===== src/verilog/jtr_pkg.sv =====
// shared constants and types for the scan test data registers
package jtr_pkg;

  // instruction codes, three bits wide
  localparam int INSTR_W = 3;
  localparam logic [INSTR_W-1:0] INSTR_EXTEST = 3'h0;
  localparam logic [INSTR_W-1:0] INSTR_IDCODE = 3'h1;
  localparam logic [INSTR_W-1:0] INSTR_SAMPLE = 3'h2;
  localparam logic [INSTR_W-1:0] INSTR_CLAMP = 3'h3;
  localparam logic [INSTR_W-1:0] INSTR_HIGHZ = 3'h4;
  localparam logic [INSTR_W-1:0] INSTR_BYPASS = 3'h7;

  // identification word layout
  localparam int ID_W = 32;
  localparam int ID_REV_W = 4;
  localparam int ID_REV_LSB = 28;
  localparam int ID_DEV_W = 16;
  localparam int ID_DEV_LSB = 12;
  localparam int ID_MFR_W = 11;
  localparam int ID_MFR_LSB = 1;
  localparam logic ID_FIXED_LSB = 1'h1;

  // reset and capture values
  localparam logic BYP_RST = 1'h0;
  localparam logic BYP_CAPTURE = 1'h0;
  localparam logic TDO_RST = 1'h0;
  localparam logic TDO_OE_N_RST = 1'h1;

  // tap controller states, driven by the controller elsewhere
  typedef enum logic [3:0] {
    TAP_RESET, TAP_IDLE, TAP_SEL_DR, TAP_CAP_DR, TAP_SHIFT_DR, TAP_EXIT1_DR,
    TAP_PAUSE_DR, TAP_EXIT2_DR, TAP_UPD_DR, TAP_SEL_IR, TAP_CAP_IR,
    TAP_SHIFT_IR, TAP_EXIT1_IR, TAP_PAUSE_IR, TAP_EXIT2_IR, TAP_UPD_IR
  } jtr_tap_state_t;

  // which data register sits in the serial path
  typedef enum logic [1:0] {SEL_BYP, SEL_BSR, SEL_IDR} jtr_sel_t;

  // one-cycle controls for a scan register
  typedef struct packed {
    logic capture;
    logic shift;
    logic update;
  } jtr_ctl_t;

endpackage : jtr_pkg


===== src/verilog/jtr_test_data_regs.sv =====
// bypass, boundary scan and identification registers behind the test port
// What this block does
// - one-bit bypass for bypass, clamp, highz
// - boundary register: shift path plus parallel latch
// - identification: 32-bit shift and parallel latch
// - identification selected by idcode or reset state
// - id word: revision, device, maker, lsb one
// - bypass, boundary and identification all present
// - three-bit instruction codes decode register choice
// - idcode capture loads id, shift-dr shifts out
`timescale 1ns/1ns
module jtr_test_data_regs #(
  parameter int BSR_W = 16,
  parameter logic [3:0] ID_REVISION = 4'h0, // arbitrary value
  parameter logic [15:0] ID_DEVICE = 16'h0123, // arbitrary value
  parameter logic [10:0] ID_MAKER = 11'h055 // arbitrary value
) (
  input wire logic clk_sys_in,
  input wire logic arst_n_in,
  input wire logic scan_test_clock_in,
  input wire logic scan_serial_in_in,
  input wire jtr_pkg::jtr_tap_state_t tap_state_in,
  input wire logic [jtr_pkg::INSTR_W-1:0] instr_in,
  input wire logic [BSR_W-1:0] io_sample_in,
  output logic scan_serial_out_out,
  output logic scan_serial_oe_n_out,
  output logic [BSR_W-1:0] bsr_par_out,
  output logic [jtr_pkg::ID_W-1:0] id_par_out,
  output logic io_ext_drive_out,
  output logic io_highz_out
);
  import jtr_pkg::*;

  // identification word
  localparam logic [ID_W-1:0] ID_VALUE = {ID_REVISION, ID_DEVICE, ID_MAKER, ID_FIXED_LSB};

  logic sck_s1_ff, sck_s2_ff, sck_s3_ff;
  logic tdi_s1_ff, tdi_s2_ff;
  logic [BSR_W-1:0] io_s1_ff, io_s2_ff;
  logic tck_rise, tck_fall;
  jtr_sel_t sel;
  jtr_ctl_t bsr_ctl, idr_ctl;
  logic byp_ff;
  logic [BSR_W-1:0] bsr_shift;
  logic [ID_W-1:0] idr_shift;
  logic serial_bit;
  logic scan_out_ff, scan_oe_n_ff, ext_drive_ff, highz_ff;

  // register choice from instruction and reset state
  function automatic jtr_sel_t pick_reg(input logic [INSTR_W-1:0] code, input logic in_reset);
    jtr_sel_t r;
    r = SEL_BYP;
    if (in_reset)
      r = SEL_IDR;
    else if (code == INSTR_IDCODE)
      r = SEL_IDR;
    else if ((code == INSTR_EXTEST) || (code == INSTR_SAMPLE))
      r = SEL_BSR;
    return r;
  endfunction : pick_reg

  // two-flop sync of test clock and serial input, third flop for edges
  always_ff @(posedge clk_sys_in or negedge arst_n_in)
  begin
    if (!arst_n_in)
    begin
      sck_s1_ff <= 1'h0;
      sck_s2_ff <= 1'h0;
      sck_s3_ff <= 1'h0;
      tdi_s1_ff <= 1'h0;
      tdi_s2_ff <= 1'h0;
    end
    else
    begin
      sck_s1_ff <= scan_test_clock_in;
      sck_s2_ff <= sck_s1_ff;
      sck_s3_ff <= sck_s2_ff;
      tdi_s1_ff <= scan_serial_in_in;
      tdi_s2_ff <= tdi_s1_ff;
    end
  end

  assign tck_rise = sck_s2_ff & ~sck_s3_ff;
  assign tck_fall = ~sck_s2_ff & sck_s3_ff;

  // two-flop sync of io cell values before boundary capture
  always_ff @(posedge clk_sys_in or negedge arst_n_in)
  begin
    if (!arst_n_in)
    begin
      io_s1_ff <= '0;
      io_s2_ff <= '0;
    end
    else
    begin
      io_s1_ff <= io_sample_in;
      io_s2_ff <= io_s1_ff;
    end
  end

  // select and per-register controls
  assign sel = pick_reg(instr_in, tap_state_in == TAP_RESET);
  assign bsr_ctl.capture = tck_rise && (tap_state_in == TAP_CAP_DR) && (sel == SEL_BSR);
  assign bsr_ctl.shift = tck_rise && (tap_state_in == TAP_SHIFT_DR) && (sel == SEL_BSR);
  assign bsr_ctl.update = tck_fall && (tap_state_in == TAP_UPD_DR) && (sel == SEL_BSR);
  assign idr_ctl.capture = tck_rise && (tap_state_in == TAP_CAP_DR) && (sel == SEL_IDR);
  assign idr_ctl.shift = tck_rise && (tap_state_in == TAP_SHIFT_DR) && (sel == SEL_IDR);
  assign idr_ctl.update = tck_fall && (tap_state_in == TAP_UPD_DR) && (sel == SEL_IDR);

  // bypass stage: captures zero, then passes serial input
  always_ff @(posedge clk_sys_in or negedge arst_n_in)
  begin
    if (!arst_n_in)
      byp_ff <= BYP_RST;
    else if (tck_rise && (sel == SEL_BYP) && (tap_state_in == TAP_CAP_DR))
      byp_ff <= BYP_CAPTURE;
    else if (tck_rise && (sel == SEL_BYP) && (tap_state_in == TAP_SHIFT_DR))
      byp_ff <= tdi_s2_ff;
  end

  // boundary scan register over all control and io cells
  jtr_scan_reg #(
    .WIDTH(BSR_W),
    .PAR_RST('0)
  ) u_bsr (
    .clk_sys_in(clk_sys_in),
    .arst_n_in(arst_n_in),
    .ctl_in(bsr_ctl),
    .serial_in(tdi_s2_ff),
    .cap_val_in(io_s2_ff),
    .shift_q_out(bsr_shift),
    .par_q_out(bsr_par_out)
  );

  // identification register, parallel side resets to the id word and loads shifted data on update
  jtr_scan_reg #(
    .WIDTH(ID_W),
    .PAR_RST(ID_VALUE)
  ) u_idr (
    .clk_sys_in(clk_sys_in),
    .arst_n_in(arst_n_in),
    .ctl_in(idr_ctl),
    .serial_in(tdi_s2_ff),
    .cap_val_in(ID_VALUE),
    .shift_q_out(idr_shift),
    .par_q_out(id_par_out)
  );

  // serial bit of the register in the path, lsb first
  always_comb
  begin
    serial_bit = byp_ff; // unused select code falls back to bypass
    unique case (sel)
      SEL_BYP: serial_bit = byp_ff;
      SEL_BSR: serial_bit = bsr_shift[0];
      SEL_IDR: serial_bit = idr_shift[0];
    endcase
  end

  // serial output changes on the falling test clock edge
  always_ff @(posedge clk_sys_in or negedge arst_n_in)
  begin
    if (!arst_n_in)
    begin
      scan_out_ff <= TDO_RST;
      scan_oe_n_ff <= TDO_OE_N_RST;
    end
    else if (tck_fall)
    begin
      scan_out_ff <= serial_bit;
      scan_oe_n_ff <= (tap_state_in != TAP_SHIFT_DR);
    end
  end

  // io cell modes from the current instruction
  always_ff @(posedge clk_sys_in or negedge arst_n_in)
  begin
    if (!arst_n_in)
    begin
      ext_drive_ff <= 1'h0;
      highz_ff <= 1'h0;
    end
    else
    begin
      ext_drive_ff <= (tap_state_in != TAP_RESET) && ((instr_in == INSTR_EXTEST) || (instr_in == INSTR_CLAMP));
      highz_ff <= (tap_state_in != TAP_RESET) && (instr_in == INSTR_HIGHZ);
    end
  end

  assign scan_serial_out_out = scan_out_ff;
  assign scan_serial_oe_n_out = scan_oe_n_ff;
  assign io_ext_drive_out = ext_drive_ff;
  assign io_highz_out = highz_ff;
endmodule : jtr_test_data_regs


===== src/verilog/jtr_scan_reg.sv =====
// shift stage plus latched parallel output of one scan register
`timescale 1ns/1ns
module jtr_scan_reg #(
  parameter int WIDTH = 8,
  parameter logic [WIDTH-1:0] PAR_RST = '0
) (
  input wire logic clk_sys_in,
  input wire logic arst_n_in,
  input wire jtr_pkg::jtr_ctl_t ctl_in,
  input wire logic serial_in,
  input wire logic [WIDTH-1:0] cap_val_in,
  output logic [WIDTH-1:0] shift_q_out,
  output logic [WIDTH-1:0] par_q_out
);
  import jtr_pkg::*;

  logic [WIDTH-1:0] shift_ff;
  logic [WIDTH-1:0] par_ff;

  // capture loads in parallel, shift moves toward bit 0
  always_ff @(posedge clk_sys_in or negedge arst_n_in)
  begin
    if (!arst_n_in)
      shift_ff <= '0;
    else if (ctl_in.capture)
      shift_ff <= cap_val_in;
    else if (ctl_in.shift)
      shift_ff <= {serial_in, shift_ff[WIDTH-1:1]};
  end

  // parallel latch only follows on update
  always_ff @(posedge clk_sys_in or negedge arst_n_in)
  begin
    if (!arst_n_in)
      par_ff <= PAR_RST;
    else if (ctl_in.update)
      par_ff <= shift_ff;
  end

  assign shift_q_out = shift_ff;
  assign par_q_out = par_ff;

endmodule : jtr_scan_reg


===== config.mk =====
export PLATFORM = sky130hd
export DESIGN_NAME = jtr_test_data_regs
export DESIGN_NICKNAME = d
export VERILOG_FILES = /design/src/verilog/jtr_pkg.sv /design/src/verilog/jtr_test_data_regs.sv /design/src/verilog/jtr_scan_reg.sv
export SDC_FILE = /design/constraint.sdc
export NUM_CORES = 1
export LEC_CHECK = 0
export BUFFER_PORTS_ARGS = -buffer_cell sky130_fd_sc_hd__buf_2
export CAP_MARGIN = 20
export CORE_MARGIN = 2
export CORE_UTILIZATION = 55
export CTS_BUF_LIST = sky130_fd_sc_hd__clkbuf_8
export DETAILED_ROUTE_END_ITERATION = 10
export GPL_TIMING_DRIVEN = 0
export PLACE_DENSITY = 0.74
export SYNTH_ARGS = -nofsm -noshare
export SYNTH_HDL_FRONTEND = slang
export SYNTH_SLANG_ARGS = --single-unit

===== constraint.sdc =====
create_clock -name clk_sys_in -period 4.68 [get_ports clk_sys_in]
set_input_delay 0.234 -clock clk_sys_in [delete_from_list [all_inputs] [get_ports clk_sys_in]]
set_output_delay 0.234 -clock clk_sys_in [all_outputs]
set_load 0.02 [all_outputs]

### Yosys cells after proc, flatten, opt, wreduce, memory -nomap -nowiden

Cells that the tools add are included.

| storage, ports and cells | value |
|---|---|
| bits in writable memories | 0 |
| output and inout port bits | 52 |
| word-level logic and storage cells | 63 |
| bits in latches | 0 |
| bits in read-only memories | 0 |
| bits of input ports | 27 |
| flip-flop bits (word level) | 138 |
| memories | 0 |

| operators by class | value |
|---|---|
| $mul | 0 |
| multiplexer cells | 10 |
| bitwise logic cells | 4 |
| add/subtract/negate cells | 0 |
| equal/unequal tests | 10 |
| reduce and logical (&&, ||, !) cells | 23 |
| shifts and indexed selects | 0 |
| $lt $le $gt $ge | 0 |
| divide/modulo/power cells | 0 |

Operators by type and width:

| cell | count |
|---|---|
| 2-to-1 mux 32 bit | 2 |
| 2-to-1 mux 16 bit | 2 |
| logical AND 1 bit | 14 |
| equality test 3 x 2 -> 1 bit (second input constant) | 2 |
| nonzero test 2 bit | 3 |
| equality test 4 x 2 -> 1 bit (second input constant) | 1 |
| equality test 4 x 3 -> 1 bit (second input constant) | 1 |
| equality test 4 bit (second input constant) | 1 |
| logical NOT 4 bit | 1 |
| 2-to-1 mux 2 bit | 2 |
| inequality test 4 x 3 -> 1 bit (second input constant) | 1 |
| nonzero test 4 bit | 1 |
| equality test 3 x 1 -> 1 bit (second input constant) | 1 |
| equality test 3 bit (second input constant) | 1 |
| logical NOT 3 bit | 1 |
| 2-to-1 mux 1 bit | 3 |
| case mux 1 bit (3 select lines) | 1 |
| AND 1 bit | 2 |
| equality test 2 x 1 -> 1 bit (second input constant) | 1 |
| equality test 2 bit (second input constant) | 1 |
| logical NOT 2 bit | 1 |
| logical OR 1 bit | 2 |
| NOT 1 bit | 2 |

### Logic depth before layout (Yosys ltp)

| depth | value |
|---|---|
| depth after elaboration | 10 |
| gate-level depth with buffers | 9 |
| depth with buffers taken out | 7 |

### Modules after synthesis

From an unflattened synthesis, not the netlist that was laid out.

| unflattened totals | value |
|---|---|
| cells, all modules | 387 |
| area, all modules | 5584.1 µm² |

By module, submodules not included:

| module | instances | area each (µm²) | sequential area each (µm²) | cells each |
|---|---|---|---|---|
| jtr_scan_reg at u_idr | 1 | 2869.0 | 1612.8 | 207 |
| jtr_scan_reg at u_bsr | 1 | 1393.8 | 800.8 | 103 |
| jtr_test_data_regs | 1 | 1321.3 | 1052.3 | 77 |

### Least setup slack after synthesis

Ideal clock, no wire load.

| timing | value |
|---|---|
| path kind | in2reg |
| start point | input port tap_state_in[1] |
| end point | register u_bsr.par_ff[0] (netlist: u_bsr.par_q_out[0]) |
| cell stages on the path | 7 |
| arrival time | 1.957 ns |
| setup time | 0.125 ns |
| setup slack | 2.598 ns |
| required time | 4.555 ns |
| path buffers | 1 |
| cell sequence | nor4_1 -> or3_1 -> inv_1 -> ha_1 -> nand4_1 -> buf_2 -> mux2_2 |

| between the ends | value |
|---|---|
| cells in the longest elaborated chain, start to end | 4 |
| elaborated cells on any way between the ends | 6 |
| those cells by class | eq/ne: 2; mux: 1; reduce/logical: 3 |

RTL lines:

| item | RTL line | source |
|---|---|---|
| start: declaration | jtr_test_data_regs.sv:22 | `input wire jtr_pkg::jtr_tap_state_t tap_state_in,` |
| logical NOT 4 bit | jtr_test_data_regs.sv:102 | `assign sel = pick_reg(instr_in, tap_state_in == TAP_RESET);` |
| 2-to-1 mux 2 bit | jtr_test_data_regs.sv:53 | `if (in_reset)` |
| equality test 2 x 1 -> 1 bit | jtr_test_data_regs.sv:105 | `assign bsr_ctl.update = tck_fall && (tap_state_in == TAP_UPD_DR) && (sel == SEL_BSR);` |
| logical AND 1 bit * | jtr_test_data_regs.sv:105 |  |
| end signal: assignment | jtr_scan_reg.sv:37 | `par_ff <= shift_ff;` |
| end: declaration | jtr_scan_reg.sv:18 | `logic [WIDTH-1:0] par_ff;` |

Every way passes the cells marked *; elsewhere a longest branch is shown, timed or not.
A chain may end at the register's enable or synchronous reset.

### Worst setup path in the final report

| timing | value |
|---|---|
| start point | input port instr_in[2] (netlist bit) |
| end point | register u_idr.par_ff[14] (netlist: u_idr.par_q_out[14]) |

| between the ends | value |
|---|---|
| cells in the longest elaborated chain, start to end | 7 |
| elaborated cells on any way between the ends | 9 |
| those cells by class | eq/ne: 3; mux: 3; reduce/logical: 3 |

RTL lines:

| item | RTL line | source |
|---|---|---|
| start: declaration | jtr_test_data_regs.sv:23 | `input wire logic [jtr_pkg::INSTR_W-1:0] instr_in,` |
| equality test 3 x 2 -> 1 bit or logical NOT 3 bit (tied branches) | jtr_test_data_regs.sv:57 | `else if ((code == INSTR_EXTEST) \|\| (code == INSTR_SAMPLE))` |
| logical OR 1 bit | jtr_test_data_regs.sv:57 |  |
| 2-to-1 mux 1 bit | jtr_test_data_regs.sv:57 |  |
| 2-to-1 mux 2 bit * | jtr_test_data_regs.sv:55 | `else if (code == INSTR_IDCODE)` |
| 2-to-1 mux 2 bit * | jtr_test_data_regs.sv:53 |  |
| equality test 2 bit * | jtr_test_data_regs.sv:108 | `assign idr_ctl.update = tck_fall && (tap_state_in == TAP_UPD_DR) && (sel == SEL_IDR);` |
| logical AND 1 bit * | jtr_test_data_regs.sv:108 |  |
| end signal: assignment | jtr_scan_reg.sv:37 |  |
| end: declaration | jtr_scan_reg.sv:18 |  |

Marks and branches as above.

==> reports/results.ini <==
[logic_synthesis]
ys_dominant_reg_cell=dfrtp_1
yosysTopAreaCellShare_pct=64.8
ys_warn_count=0
seq_area_frac_synth_pct=70.1
synth_cell_types=40
synthArstFlopShare_pct=100
synth_seq_cells=138
synth_nets=338
synth_cells=307
synth_edf_count=0
synth_top_area_cell=dfrtp_1
syn_area_sq_um=4950
syn_avg_cell_area_sq_um=16.1
synthTopCellsByArea=dfrtp_1 (65%), mux2_2 (11%), dfstp_2 (5.3%)

[die]
initial_utilization_pct=56.7
ioPinCount=79
die_h_um=98.8
coreArea_sq_um=8720
fp.dieW_um=98.8
rows=34
dieArea_sq_um=9770

[grt]
grt_pass1_vias=2990
grt_first_pass_wirelength_um=15300
grt_usage_pct=20.4
use_met3_pct=6.10
busiest_layer=met2
grt-ovfl-total=0
met1_usage_pct=29.3
grt_max_degree=96
antenna_found_initial=0
use_met2_pct=29.8

[clock_tree]
numCtsBuffers=17
clock-sinks=138
htreeDepth=4
ctsResizeCount=0
clk_latency_ns=0.44
cts_root_buffer=clkbuf_8
cts.reportedPaths.clkPinSlew_ns=0.07
cts_buffer_depth=2
cts_tree=done

[cells_and_area]
post-route-util_pct=70.1
layout-drive-gt1-share_pct=41.0
nFillCells=599
antenna_cells=0
nets=458
syn_to_final_growth_pct=23.6

[setup_path]
path_max_fanout=10
path_cells=dlygate4sd3_1, buf_2, or3_1, ha_1, nand4_1, clkbuf_1, mux2_2
max_stage_delay_ns=0.54
crit_family=buffers and inverters
crit_arrival_ns=2.79
critPathKind=in -> reg
cp-start-kind=input port
cp.required_ns=4.99
worst-path-buf-inv=3
cp-end-kind=register
crit_slowest_cell=dlygate4sd3_1

[sta]
max-slew-margin-rel_pct=47.4
rsz0062_at_grt=no
final_max_slew_viol_count=0
min_period_ns=2.48
finalSetupTns_ns=0
fin_crit_sh_pct=53.0
skew_ns=0.0138
hold_viol_final=0
setup_viol=0
worst_pin_slew_ns=0.778
fmax_ghz=0.403

[drt]
via_per_inst=5.55
drtIter0Drc=177
route.detailed.drc=0
drtPass1Iterations=4
drt-total-wl_um=9260
wl_per_cell_um=16.9
vias=3036
ant_nets=0

[pwr]
peakVddDrop_mv=0.244
cellPowerDensity_nw_per_um2=393
p_leak_nw=3.07

[placement]
gp_congestion=0.797
dpl.hpwl_um=5860
io_buffers=78

[run_status]
status=completed

[run]
drv_cap=0

[min_path]
holdCritPathClass=in -> reg

[cell usage in the layout (no fill, tap or decap), types with 3 or more instances in the layout]
cell	count
dfrtp_1	128
buf_2	81
mux2_2	48
a22o_1	23
dlygate4sd3_1	22
clkbuf_8	19
o22ai_1	16
a2bb2oi_1	15
dfstp_2	10
o22a_1	9
clkinvlp_4	7
clkbuf_1	5
inv_1	4
buf_6	4
ha_1	4
nor2b_1	3
nand2_1	3
[worst min-delay path, stage by stage]
cell and delay, ns:
buf_2 0.12, xor2_1 0.13, nor3_1 0.06
[metrics by stage]
step | std cells | setup WS, ns | hold WS (ns) | total power, W | instance area (sq um)
floorplan | 307 | 2.60 | -0.0616 | 0.00140 | 4950
global placement | 493 | 1.65 | 0.332 | 0.00146 | 5470
detailed placement | 494 | 2.00 | 0.178 | 0.00148 | 5510
CTS | 547 | 2.22 | 0.131 | 0.00242 | 6110
global route | 547 | 2.06 | 0.171 | 0.00249 | 6110
finish | 547 | 2.20 | 0.172 | 0.00240 | 6110
[worst paths after layout]
| check | startpoint | end | slack, ns | cells after the start |
|---|---|---|---|---|
| worst min-delay path | instr_in[0] | io_ext_drive_out$_DFF_PN0_ | 0.17 | 3 |
| min in group asynchronous | arst_n_in | io_s1_ff[8]$_DFF_PN0_ | 0.28 | 2 |
| worst max register to register | sck_s3_ff$_DFF_PN0_ | u_idr.par_q_out[14]$_DFFE_PN0P_ | 2.81 | 4 |
| max in group asynchronous | arst_n_in | scan_serial_oe_n_out$_DFFE_PN1P_ | 3.60 | 3 |
| worst max-delay path | instr_in[2] | u_idr.par_q_out[14]$_DFFE_PN0P_ | 2.20 | 7 |
| worst min register to register | io_s1_ff[0]$_DFF_PN0_ | io_s2_ff[0]$_DFF_PN0_ | 0.35 | 0 |
[layout make-up]
class	count	area (sq um)	share of cell area, %
Sequential cell	138	3470	56.7
Multi-Input combinational cell	151	1380	22.6
Timing Repair Buffer	101	644	10.5
Clock buffer	19	262	4.28
Tap cell	108	135	2.21
Clock inverter	12	126	2.07
Buffer	15	87.6	1.43
Inverter	3	11.3	0.184
[sequential cells by signal (all words and copies together) (netlist names), 16 cells and up]
| name | cells |
|---|---|
| u_idr.shift_q_out | 32 |
| io_s2_ff | 16 |
| u_bsr.par_q_out | 16 |
| u_bsr.shift_q_out | 16 |
| u_idr.par_q_out | 32 |
| io_s1_ff | 16 |
[cell families after synthesis]
| kind of cell | after synthesis | share of synthesized area, % |
|---|---|---|
| AND/OR/NAND/NOR | 26 | 3.59 |
| flip-flops | 138 | 70.1 |
| multiplexers | 48 | 10.9 |
| adder cells (fa/ha/maj) | 4 | 1.01 |
| buffers and inverters | 18 | 2.00 |
| XOR/XNOR | 1 | 0.177 |
| AO/OA/AOI/OAI | 72 | 12.2 |
[repair_timing]
action                    CTS  global route
hold endpoints to repair   63             0
hold buffers               22             0
setup buffers               0             0
[per-layer routing]
layer | vias to the layer above | part of all wire [%] | wire (um)
met1 | 1553 | 46 | 4220
met5 | - | 0 | 0
met3 | 13 | 4.5 | 417
li1 | 1389 | - | -
met2 | 81 | 48 | 4490
met4 | 0 | 1.5 | 139
[power by group]
part	switching (W)	internal [W]	leakage, nW
Sequential	0.0000493	0.00126	1.78
Combinational	0.0000760	0.0000774	1.12
Clock	0.000440	0.000493	0.179
Total	0.000565	0.00184	3.07
[synth_stat cells (all sizes together), types with 4 or more instances]
master,count
a22o,23
a2bb2oi,15
buf,10
clkbuf,5
dfrtp,128
dfstp,10
ha,4
mux2,48
o22a,10
o22ai,17
(Power assumes the default switching activity.)
